==> src/inc/usart_pkg.sv <==
package usart_pkg;
    // register byte addresses on the bus
    localparam logic [7:0] ADDR_INTCTL = 8'h00;
    localparam logic [7:0] ADDR_PFLAGS = 8'h04;
    localparam logic [7:0] ADDR_PENABLES = 8'h08;
    localparam logic [7:0] ADDR_PPRIO = 8'h0C;
    localparam logic [7:0] ADDR_RXSTAT = 8'h10;
    localparam logic [7:0] ADDR_RXDATA = 8'h14;
    localparam logic [7:0] ADDR_TXSTAT = 8'h18;
    localparam logic [7:0] ADDR_BAUD = 8'h1C;
    localparam logic [7:0] ADDR_TXDATA = 8'h20;
    // field positions
    localparam int GIE_BIT = 7;
    localparam int RXF_BIT = 5;
    localparam int TXF_BIT = 4;
    localparam int SERIAL_PORT_ENABLE_BIT = 7;
    localparam int RX9_BIT = 6;
    localparam int SINGLE_RECEIVE_ENABLE_BIT = 5;
    localparam int CONTINUOUS_RECEIVE_ENABLE_BIT = 4;
    localparam int ADDRESS_DETECT_ENABLE_BIT = 3;
    localparam int FRAMING_ERROR_FLAG_BIT = 2;
    localparam int OVERRUN_ERROR_FLAG_BIT = 1;
    localparam int RECEIVED_NINTH_BIT_BIT = 0;
    localparam int CLOCK_SOURCE_SELECT_BIT = 7;
    localparam int TX9_BIT = 6;
    localparam int TRANSMIT_ENABLE_BIT = 5;
    localparam int SYNC_BIT = 4;
    localparam int HIGH_SPEED_BAUD_SELECT_BIT = 2;
    localparam int SHIFT_REGISTER_EMPTY_BIT = 1;
    localparam int TRANSMIT_NINTH_BIT_BIT = 0;
    // reset values
    localparam logic [7:0] TXSTAT_RST = 8'h02;
    localparam logic [7:0] REG_RST = 8'h00;
    // oversampling ratios
    localparam logic [6:0] OVS_HIGH = 7'h10;
    localparam logic [6:0] OVS_LOW = 7'h40;
    localparam logic [6:0] OVS_MID = 7'h08;
endpackage

==> src/core/usart_core.sv <==
// Implementation choices: the placing of the registers and the APB register port.
`timescale 1ns/1ps
// Function
// - receive interrupt priority bit selects level
// - receive flag sets; interrupt needs both enables
// - status shows errors and ninth bit
// - clearing continuous receive clears errors
// - address detect off passes every word
// - synchronous master link is transmit only; the receiver is held off in sync mode
// - clocked-mode select enters synchronous mode
// - port enable turns pins into clock, data
// - clock source select drives shift clock
// - shift register reloads after last bit
// - buffer to shifter in one cycle, flag sets
// - buffer-empty flag cleared by buffer write or by clearing transmit enable
// - transmit enable gates buffer-empty interrupt
// - shift-register-empty readable, polled only
// - shift register is not mapped
// - buffer write starts transmission when enabled
// - async frame start, 8/9 data, stop, lsb first
// - baud tick once per async bit, after 16 or 64 divider periods
module usart_core (
    input wire logic mclk,
    input wire logic rst,
    input wire logic psel,
    input wire logic penable,
    input wire logic pwrite,
    input wire logic [7:0] paddr,
    input wire logic [31:0] pwdata,
    output logic [31:0] prdata,
    output logic pready,
    output logic pslverr,
    input wire logic clockLineIn,
    output logic clockLineOut,
    output logic clockLineOeN,
    input wire logic dataLineIn,
    output logic dataLineOut,
    output logic dataLineOeN,
    output logic intHigh,
    output logic intLow
);

    ////////////////////////////////////////////////////////////////////////
    logic [7:0] intCtl_ff, pEn_ff, pPrio_ff, baud_ff, txBuf_ff, rxBuf_ff;
    logic [6:0] rxCtl_ff;
    logic [7:0] txCtl_ff;
    logic txFull_ff, rxFlag_ff, framing_error_flag_ff, overrun_error_flag_ff, received_ninth_bit_ff;
    logic [8:0] tsr_ff;
    logic [3:0] txCnt_ff;
    logic tsrBusy_ff, txLoad_ff;
    logic [7:0] brg_ff;
    logic [6:0] ovs_ff;
    logic tick;
    logic [9:0] rsr_ff;
    logic [3:0] rxCnt_ff;
    logic [6:0] rxPh_ff;
    logic rxBusy_ff, rxDone;
    logic rxIn_ff;

    logic wrEn, rdEn;
    assign wrEn = psel && penable && pwrite;
    assign rdEn = psel && penable && !pwrite;

    logic serial_port_enable, sync, clock_source_select, transmit_enable, continuous_receive_enable, address_detect_enable, rx9, tx9, master;
    assign serial_port_enable = rxCtl_ff[usart_pkg::SERIAL_PORT_ENABLE_BIT - 1];
    assign rx9 = rxCtl_ff[usart_pkg::RX9_BIT - 1];
    assign continuous_receive_enable = rxCtl_ff[usart_pkg::CONTINUOUS_RECEIVE_ENABLE_BIT - 1];
    assign address_detect_enable = rxCtl_ff[usart_pkg::ADDRESS_DETECT_ENABLE_BIT - 1];
    assign sync = txCtl_ff[usart_pkg::SYNC_BIT];
    assign clock_source_select = txCtl_ff[usart_pkg::CLOCK_SOURCE_SELECT_BIT];
    assign transmit_enable = txCtl_ff[usart_pkg::TRANSMIT_ENABLE_BIT];
    assign tx9 = txCtl_ff[usart_pkg::TX9_BIT];
    assign master = serial_port_enable && sync && clock_source_select;

    ////////////////////////////////////////////////////////////////////////
    // bus slave, zero wait states
    always_ff @(posedge mclk) begin
        if (rst) begin
            pready <= 1'b0;
            pslverr <= 1'b0;
        end else begin
            pready <= psel && !penable;
            pslverr <= 1'b0;
        end
    end

    always_ff @(posedge mclk) begin
        if (rst) begin
            intCtl_ff <= usart_pkg::REG_RST;
            pEn_ff <= usart_pkg::REG_RST;
            pPrio_ff <= usart_pkg::REG_RST;
            baud_ff <= usart_pkg::REG_RST;
            rxCtl_ff <= 7'h00;
            txCtl_ff <= usart_pkg::TXSTAT_RST;
        end else if (wrEn && pready) begin
            case (paddr)
                usart_pkg::ADDR_INTCTL: intCtl_ff <= pwdata[7:0];
                usart_pkg::ADDR_PENABLES: pEn_ff <= pwdata[7:0];
                usart_pkg::ADDR_PPRIO: pPrio_ff <= pwdata[7:0];
                usart_pkg::ADDR_BAUD: baud_ff <= pwdata[7:0];
                usart_pkg::ADDR_RXSTAT: rxCtl_ff <= pwdata[7:1];
                // status bit 1 stays hardware owned
                usart_pkg::ADDR_TXSTAT: txCtl_ff <= {pwdata[7:2], 1'b0, pwdata[0]};
                default: ;
            endcase
        end
    end

    always_ff @(posedge mclk) begin
        if (rst) begin
            prdata <= 32'h0000_0000;
        end else if (psel && !penable && !pwrite) begin
            case (paddr)
                usart_pkg::ADDR_INTCTL: prdata <= {24'h00_0000, intCtl_ff};
                usart_pkg::ADDR_PFLAGS:
                    prdata <= {24'h00_0000, 2'b00, rxFlag_ff, !txFull_ff && transmit_enable, 4'h0};
                usart_pkg::ADDR_PENABLES: prdata <= {24'h00_0000, pEn_ff};
                usart_pkg::ADDR_PPRIO: prdata <= {24'h00_0000, pPrio_ff};
                usart_pkg::ADDR_RXSTAT:
                    prdata <= {24'h00_0000, rxCtl_ff[6:2], framing_error_flag_ff, overrun_error_flag_ff, received_ninth_bit_ff};
                usart_pkg::ADDR_RXDATA: prdata <= {24'h00_0000, rxBuf_ff};
                usart_pkg::ADDR_TXSTAT:
                    prdata <= {24'h00_0000, txCtl_ff[7:4], 1'b0, txCtl_ff[2],
                               !tsrBusy_ff, txCtl_ff[0]};
                usart_pkg::ADDR_BAUD: prdata <= {24'h00_0000, baud_ff};
                usart_pkg::ADDR_TXDATA: prdata <= {24'h00_0000, txBuf_ff};
                default: prdata <= 32'h0000_0000;
            endcase
        end
    end

    ////////////////////////////////////////////////////////////////////////
    // baud tick; sync mode divides by a fixed eight per half bit
    always_ff @(posedge mclk) begin
        if (rst) begin
            brg_ff <= 8'h00;
            ovs_ff <= 7'h00;
            tick <= 1'b0;
        end else begin
            tick <= 1'b0;
            if (brg_ff == 8'h00) begin
                brg_ff <= baud_ff;
                if (ovs_ff == 7'h00) begin
                    tick <= 1'b1;
                    ovs_ff <= (sync ? usart_pkg::OVS_MID
                               : (txCtl_ff[usart_pkg::HIGH_SPEED_BAUD_SELECT_BIT] ? usart_pkg::OVS_HIGH
                                  : usart_pkg::OVS_LOW)) - 7'h01;
                end else begin
                    ovs_ff <= ovs_ff - 7'h01;
                end
            end else begin
                brg_ff <= brg_ff - 8'h01;
            end
        end
    end

    ////////////////////////////////////////////////////////////////////////
    // transmit buffer: flag is the inverse of full while transmit enable is set; a write or clearing transmit enable clears it
    always_ff @(posedge mclk) begin
        if (rst) begin
            txBuf_ff <= usart_pkg::REG_RST;
            txFull_ff <= 1'b0;
        end else if (wrEn && pready && paddr == usart_pkg::ADDR_TXDATA) begin
            txBuf_ff <= pwdata[7:0];
            txFull_ff <= 1'b1;
        end else if (txLoad_ff) begin
            txFull_ff <= 1'b0;
        end
    end

    // shift register; private, no bus path reaches it
    logic [3:0] txBits;
    // sync needs one extra count so the last bit still gets its rising clock
    assign txBits = sync ? (tx9 ? 4'd10 : 4'd9) : (tx9 ? 4'd11 : 4'd10);
    logic clkPh_ff;
    logic txOut_ff;
    always_ff @(posedge mclk) begin
        if (rst) begin
            tsr_ff <= 9'h1FF;
            txCnt_ff <= 4'h0;
            tsrBusy_ff <= 1'b0;
            txLoad_ff <= 1'b0;
            clkPh_ff <= 1'b1;
            txOut_ff <= 1'b1;
        end else begin
            txLoad_ff <= 1'b0;
            if (!tsrBusy_ff && txFull_ff && transmit_enable && serial_port_enable && !txLoad_ff && !rxBusy_ff) begin
                tsr_ff <= {txCtl_ff[usart_pkg::TRANSMIT_NINTH_BIT_BIT], txBuf_ff};
                tsrBusy_ff <= 1'b1;
                txLoad_ff <= 1'b1;
                txCnt_ff <= txBits;
                clkPh_ff <= 1'b1;
                if (!sync) begin
                    txOut_ff <= 1'b0;
                end
            end else if (tsrBusy_ff && tick) begin
                clkPh_ff <= !clkPh_ff;
                if (!sync || clkPh_ff) begin
                    if (txCnt_ff == 4'h1) begin
                        tsrBusy_ff <= 1'b0;
                        txOut_ff <= 1'b1;
                    end else begin
                        if (sync || txCnt_ff > 4'h2) begin
                            txOut_ff <= tsr_ff[0];
                            tsr_ff <= {1'b1, tsr_ff[8:1]};
                        end else begin
                            txOut_ff <= 1'b1;
                        end
                    end
                    txCnt_ff <= txCnt_ff - 4'h1;
                end
            end
        end
    end

    ////////////////////////////////////////////////////////////////////////
    // pins: enable low drives
    always_ff @(posedge mclk) begin
        if (rst) begin
            clockLineOut <= 1'b1;
            clockLineOeN <= 1'b1;
            dataLineOeN <= 1'b1;
            dataLineOut <= 1'b1;
        end else begin
            // async frames leave on the clock pin; the data pin stays free for rx
            clockLineOut <= master ? (tsrBusy_ff ? clkPh_ff : 1'b1)
                                   : (sync ? 1'b1 : txOut_ff);
            clockLineOeN <= !((serial_port_enable && !sync) || master);
            dataLineOeN <= !(serial_port_enable && sync && tsrBusy_ff);
            // registered with the clock pin so data only moves as the clock falls
            dataLineOut <= txOut_ff;
        end
    end

    ////////////////////////////////////////////////////////////////////////
    // async receiver, sampled mid bit
    logic [3:0] rxBits;
    assign rxBits = rx9 ? 4'd10 : 4'd9;
    always_ff @(posedge mclk) begin
        if (rst) begin
            rxIn_ff <= 1'b1;
        end else begin
            rxIn_ff <= dataLineIn;
        end
    end

    logic [7:0] rxOvs;
    assign rxOvs = {1'b0, txCtl_ff[usart_pkg::HIGH_SPEED_BAUD_SELECT_BIT] ? usart_pkg::OVS_HIGH
                                                      : usart_pkg::OVS_LOW};
    always_ff @(posedge mclk) begin
        if (rst) begin
            rsr_ff <= 10'h000;
            rxCnt_ff <= 4'h0;
            rxPh_ff <= 7'h00;
            rxBusy_ff <= 1'b0;
            rxDone <= 1'b0;
        end else begin
            rxDone <= 1'b0;
            if (!serial_port_enable || sync || !continuous_receive_enable || tsrBusy_ff) begin
                rxBusy_ff <= 1'b0;
            end else if (!rxBusy_ff) begin
                if (!rxIn_ff) begin
                    rxBusy_ff <= 1'b1;
                    rxPh_ff <= rxOvs[7:1] - 7'h01;
                    rxCnt_ff <= rxBits;
                end
            end else if (brg_ff == 8'h00) begin
                if (rxPh_ff == 7'h00) begin
                    rxPh_ff <= rxOvs[6:0] - 7'h01;
                    rsr_ff <= {rxIn_ff, rsr_ff[9:1]};
                    rxCnt_ff <= rxCnt_ff - 4'h1;
                    if (rxCnt_ff == 4'h0) begin
                        rxBusy_ff <= 1'b0;
                        rxDone <= 1'b1;
                    end
                end else begin
                    rxPh_ff <= rxPh_ff - 7'h01;
                end
            end
        end
    end

    // word layout in rsr after the stop bit: stop at top
    logic [8:0] rxWord;
    logic rxStop;
    assign rxWord = rx9 ? rsr_ff[8:0] : {1'b0, rsr_ff[8:1]};
    assign rxStop = rsr_ff[9];
    logic rxAccept;
    assign rxAccept = !(address_detect_enable && rx9) || rxWord[8];
    logic rxRead;
    assign rxRead = rdEn && pready && paddr == usart_pkg::ADDR_RXDATA;

    always_ff @(posedge mclk) begin
        if (rst) begin
            rxBuf_ff <= usart_pkg::REG_RST;
            rxFlag_ff <= 1'b0;
            framing_error_flag_ff <= 1'b0;
            overrun_error_flag_ff <= 1'b0;
            received_ninth_bit_ff <= 1'b0;
        end else begin
            if (rxDone && rxAccept) begin
                if (rxFlag_ff && !rxRead) begin
                    overrun_error_flag_ff <= 1'b1;
                end else begin
                    rxBuf_ff <= rxWord[7:0];
                    received_ninth_bit_ff <= rxWord[8];
                    framing_error_flag_ff <= !rxStop;
                    rxFlag_ff <= 1'b1;
                end
            end else if (rxRead) begin
                rxFlag_ff <= 1'b0;
            end
            if (!continuous_receive_enable && !(rxDone && rxAccept)) begin
                overrun_error_flag_ff <= 1'b0;
                framing_error_flag_ff <= 1'b0;
            end
        end
    end

    ////////////////////////////////////////////////////////////////////////
    logic txIrq, rxIrq, global_int_enable;
    assign global_int_enable = intCtl_ff[usart_pkg::GIE_BIT];
    assign txIrq = pEn_ff[usart_pkg::TXF_BIT] && !txFull_ff && transmit_enable;
    assign rxIrq = pEn_ff[usart_pkg::RXF_BIT] && rxFlag_ff;
    always_ff @(posedge mclk) begin
        if (rst) begin
            intHigh <= 1'b0;
            intLow <= 1'b0;
        end else begin
            intHigh <= global_int_enable && ((rxIrq && pPrio_ff[usart_pkg::RXF_BIT])
                               || (txIrq && pPrio_ff[usart_pkg::TXF_BIT]));
            intLow <= global_int_enable && ((rxIrq && !pPrio_ff[usart_pkg::RXF_BIT])
                              || (txIrq && !pPrio_ff[usart_pkg::TXF_BIT]));
        end
    end

endmodule

==> config.mk <==
export PLATFORM = sky130hd
export DESIGN_NAME = usart_core
export DESIGN_NICKNAME = d
export VERILOG_FILES = /design/src/inc/usart_pkg.sv /design/src/core/usart_core.sv
export SDC_FILE = /design/constraint.sdc
export NUM_CORES = 1
export LEC_CHECK = 0
export ABC_AREA = 1
export CAP_MARGIN = 20
export CORE_ASPECT_RATIO = 1.2
export CORE_MARGIN = 2
export CORE_UTILIZATION = 41
export CTS_CLUSTER_SIZE = 10
export DETAILED_ROUTE_END_ITERATION = 10
export DONT_BUFFER_PORTS = 1
export GPL_TIMING_DRIVEN = 0
export PLACE_DENSITY_LB_ADDON = 0.25
export SLEW_MARGIN = 25
export SYNTH_ARGS = -nofsm -noshare
export SYNTH_HDL_FRONTEND = slang
export SYNTH_SLANG_ARGS = --single-unit
==> constraint.sdc <==
create_clock -name mclk -period 3.1 [get_ports mclk]
set_clock_uncertainty 0.05 [all_clocks]
set_input_delay 0.155 -clock mclk [delete_from_list [all_inputs] [get_ports mclk]]
set_output_delay 0.155 -clock mclk [all_outputs]
set_load 0.1 [all_outputs]
==> flow_metrics.env <==
export IMPL_mostFrequentLayoutCells="nand2_1 (146), dfxtp_1 (136), a21oi_1 (105), inv_1 (101), nand3_1 (89)"
export IMPL_cts_buffers_inserted=17
export IMPL_cts_sinks=136
export IMPL_h_tree_depth=4
export IMPL_grt_max_degree=17
export IMPL_cp_end_kind="register"
export IMPL_synth_top_cell_area_share_pct=40.85
export IMPL_die_h_um=143.7
export IMPL_io_buffers=0
export IMPL_finalInstanceArea_mm2=0.007721
export IMPL_postRouteWirelength_um=18330
export IMPL_core_mm2=0.01608
export IMPL_area_growth_pct=15.84
export IMPL_crit_family="flip-flops"
export IMPL_layout_drive_gt1_share_pct=12.55
export IMPL_hold_viol=0
export IMPL_cts_clk_slew_worst_paths_ns=0.06
export IMPL_pin_count=87
export IMPL_clock_fmax_mhz=433.7
export IMPL_tns_ns=0
export IMPL_outcome="complete, no violations"
export IMPL_start_util_pct=41.45
export IMPL_drc=0
export IMPL_synth_cells=920
export IMPL_rows=51
export IMPL_grt_antenna_before_repair=1
export IMPL_synth_distinct_cells=44
export IMPL_dp_hpwl_um=13460
export IMPL_grt_pass1_wl_um=29150
export IMPL_vias_per_cell=5.006
export IMPL_slowest_delay_ns=1.03
export IMPL_ant_nets=0
export IMPL_grt_usage_pct=21.98
export IMPL_cp_cell_sequence="nand3_4 > nor4_4 > buf_6 > o21ai_0 > a21oi_1"
export IMPL_synth_ff_type="dfxtp_1"
export IMPL_synth_area_per_cell_um2=7.245
export IMPL_critical_path_startpoint_type="register"
export IMPL_die_area_mm2=0.01730
export IMPL_die_width_um=120.4
export IMPL_yosysWarnings=0
export IMPL_critPathRequiredTime_ns=3.41
export IMPL_synthArstFlopShare_pct=0
export IMPL_grt_setup_unrepaired="no"
export IMPL_synth_edf_count=0
export IMPL_grt_overflow=0
export IMPL_cts_tree="done"
export IMPL_vias=6012
export IMPL_drv_slew=0
export IMPL_fillers=1655
export IMPL_critPathBufInv=1
export IMPL_slew_headroom_pct=28.53
export IMPL_setup_violations=0
export IMPL_ys_seq_elements=136
export IMPL_wl_per_cell_um=15.26
export IMPL_slowest_stage="dfxtp_1"
export IMPL_period_minus_slack_ns=2.305
export IMPL_netlist_area_mm2=0.006665
export IMPL_cts_root_buf="clkbuf_16"
export IMPL_cts_path_max_buffers=2
export IMPL_grt_pass1_vias=5620
export IMPL_p_per_area_mw_per_mm2=618.8
export IMPL_layout_nets=1031
export IMPL_worstSkewPairLatency_ns=0.43
export IMPL_max_cap_violations=0
export IMPL_worstPathArrival_ns=2.61
export IMPL_final_common_cell="nand2_1"
export IMPL_period_share_pct=74.37
export IMPL_place_congestion=0.8772
export IMPL_hp_class="in -> reg"
export IMPL_synth_seq_area_share_pct=40.85
export IMPL_synth_top_cell_by_area="dfxtp_1"
export IMPL_path_class="reg -> reg"
export IMPL_post_cts_resized=0
export IMPL_p_leak_nw=3.291
export IMPL_crit_path_max_fanout=10
export IMPL_worstMarginPinSlew_ns=1.071
export IMPL_synthTopCellsByArea="dfxtp_1 (41%), nand2_1 (8.2%), a21oi_1 (7.9%), nand3_1 (6.7%), o21ai_0 (6.4%)"
export IMPL_drtIter0Drc=404
export IMPL_placed_area_mm2=0.007020
export IMPL_peakVddDrop_mv=0.3939
export IMPL_firstDrtPassIters=5
flip-flops by register name, summed over array words and instances, names as in the netlist, 5 cells and up:
signal and count:
txBuf_ff 8, rxCtl_ff 5, rxPh_ff 7, pEn_ff 8, baud_ff 8, txCtl_ff 6
rxBuf_ff 8, intCtl_ff 8, brg_ff 8, rsr_ff 10, prdata 8, ovs_ff 7
pPrio_ff 8, tsr_ff 9
worst register-to-register path: stages (launching register included):
cell and delay (ns):
dfxtp_1 1.03, nand3_4 0.29, nor4_4 0.43, buf_6 0.21
o21ai_0 0.09, a21oi_1 0.14
timing repair:
action	in CTS	in global routing
hold endpoints to repair	61	0
hold buffers	12	0
setup buffers	0	0
cells by family after synthesis:
| kind of cell | Yosys count | share of synthesized area (%) |
|---|---|---|
| other | 1 | 0.05626 |
| adder cells (fa/ha/maj) | 9 | 1.690 |
| buffers and inverters | 173 | 12.33 |
| AO/OA/AOI/OAI | 216 | 17.72 |
| flip-flops | 136 | 40.85 |
| XOR/XNOR | 5 | 0.6570 |
| AND/OR/NAND/NOR | 380 | 26.69 |
worst paths after layout:
kind                                           start  depth (start not counted)                        to  slack (ns)
worst max register to register     pready$_SDFF_PP0_                          5  pPrio_ff[6]$_SDFFE_PP0P_        0.79
worst min register to register  brg_ff[0]$_SDFF_PP0_                          1      brg_ff[0]$_SDFF_PP0_        0.38
worst min-delay path                            psel                          4    prdata[1]$_SDFFE_PP0P_        0.03
worst max-delay path               pready$_SDFF_PP0_                          5  pPrio_ff[6]$_SDFFE_PP0P_        0.79
per-layer routing:
layer	share of wire [%]	track usage, %	up-vias
met5	0	0	-
met4	2.3	8.201	0
met3	4.9	4.643	32
met2	48	37.20	140
met1	45	27.47	2746
li1	-	-	3094
cells in the mapped netlist, types with 2 or more instances:
cell	count
ha_1	9
buf_6	6
xor2_1	4
buf_2	15
nor2_2	3
a31oi_1	3
a211oi_1	9
dfxtp_1	136
nand2_1	146
nor2_1	87
nand3_1	89
o21bai_1	2
o21ai_0	85
nand2_2	8
nand4_1	4
nor3_1	17
o211ai_1	2
or2_2	5
clkbuf_1	12
a21oi_1	105
o21ai_1	2
nand2_4	2
nand3_2	2
a211oi_2	3
inv_2	9
buf_4	29
nor2_4	8
or2_1	2
inv_1	101
through the flow:
stage / util, % / std cells / worst slack [ns] / total power [mW] / hold WS, ns
2_1_floorplan: - / 944 / 1.095 / 2.627 / 0.1818
3_3_place_gp: 43.66 / 1156 / 0.8177 / 2.761 / 0.1838
3_5_place_dp: 43.66 / 1156 / 0.8217 / 2.780 / 0.1867
4_1_cts: 48.00 / 1200 / 0.7911 / 4.800 / 0.01552
5_1_grt: 48.02 / 1201 / 0.6278 / 5.018 / 0.07259
6_report: 48.02 / 1201 / 0.7945 / 4.778 / 0.02563
where the power goes:
part | internal (mW) | switching, mW | leakage [nW]
logic | 0.260 | 0.608 | 1.92
registers | 1.84 | 0.0570 | 1.10
clock network | 1.24 | 0.767 | 0.274
area by class of cell:
cell class	instances	area, um2	area share [%]
timing repair buffer	12	120.1	1.556
antenna	1	2.502	0.03241
multi-input combinational	635	3211	41.58
sequential	136	2723	35.26
clock inverter	7	92.59	1.199
clock buffer	25	485.5	6.287
buffer	63	409.1	5.299
inverter	110	412.9	5.348
tap	212	265.3	3.435
(Power assumes the default switching activity.)
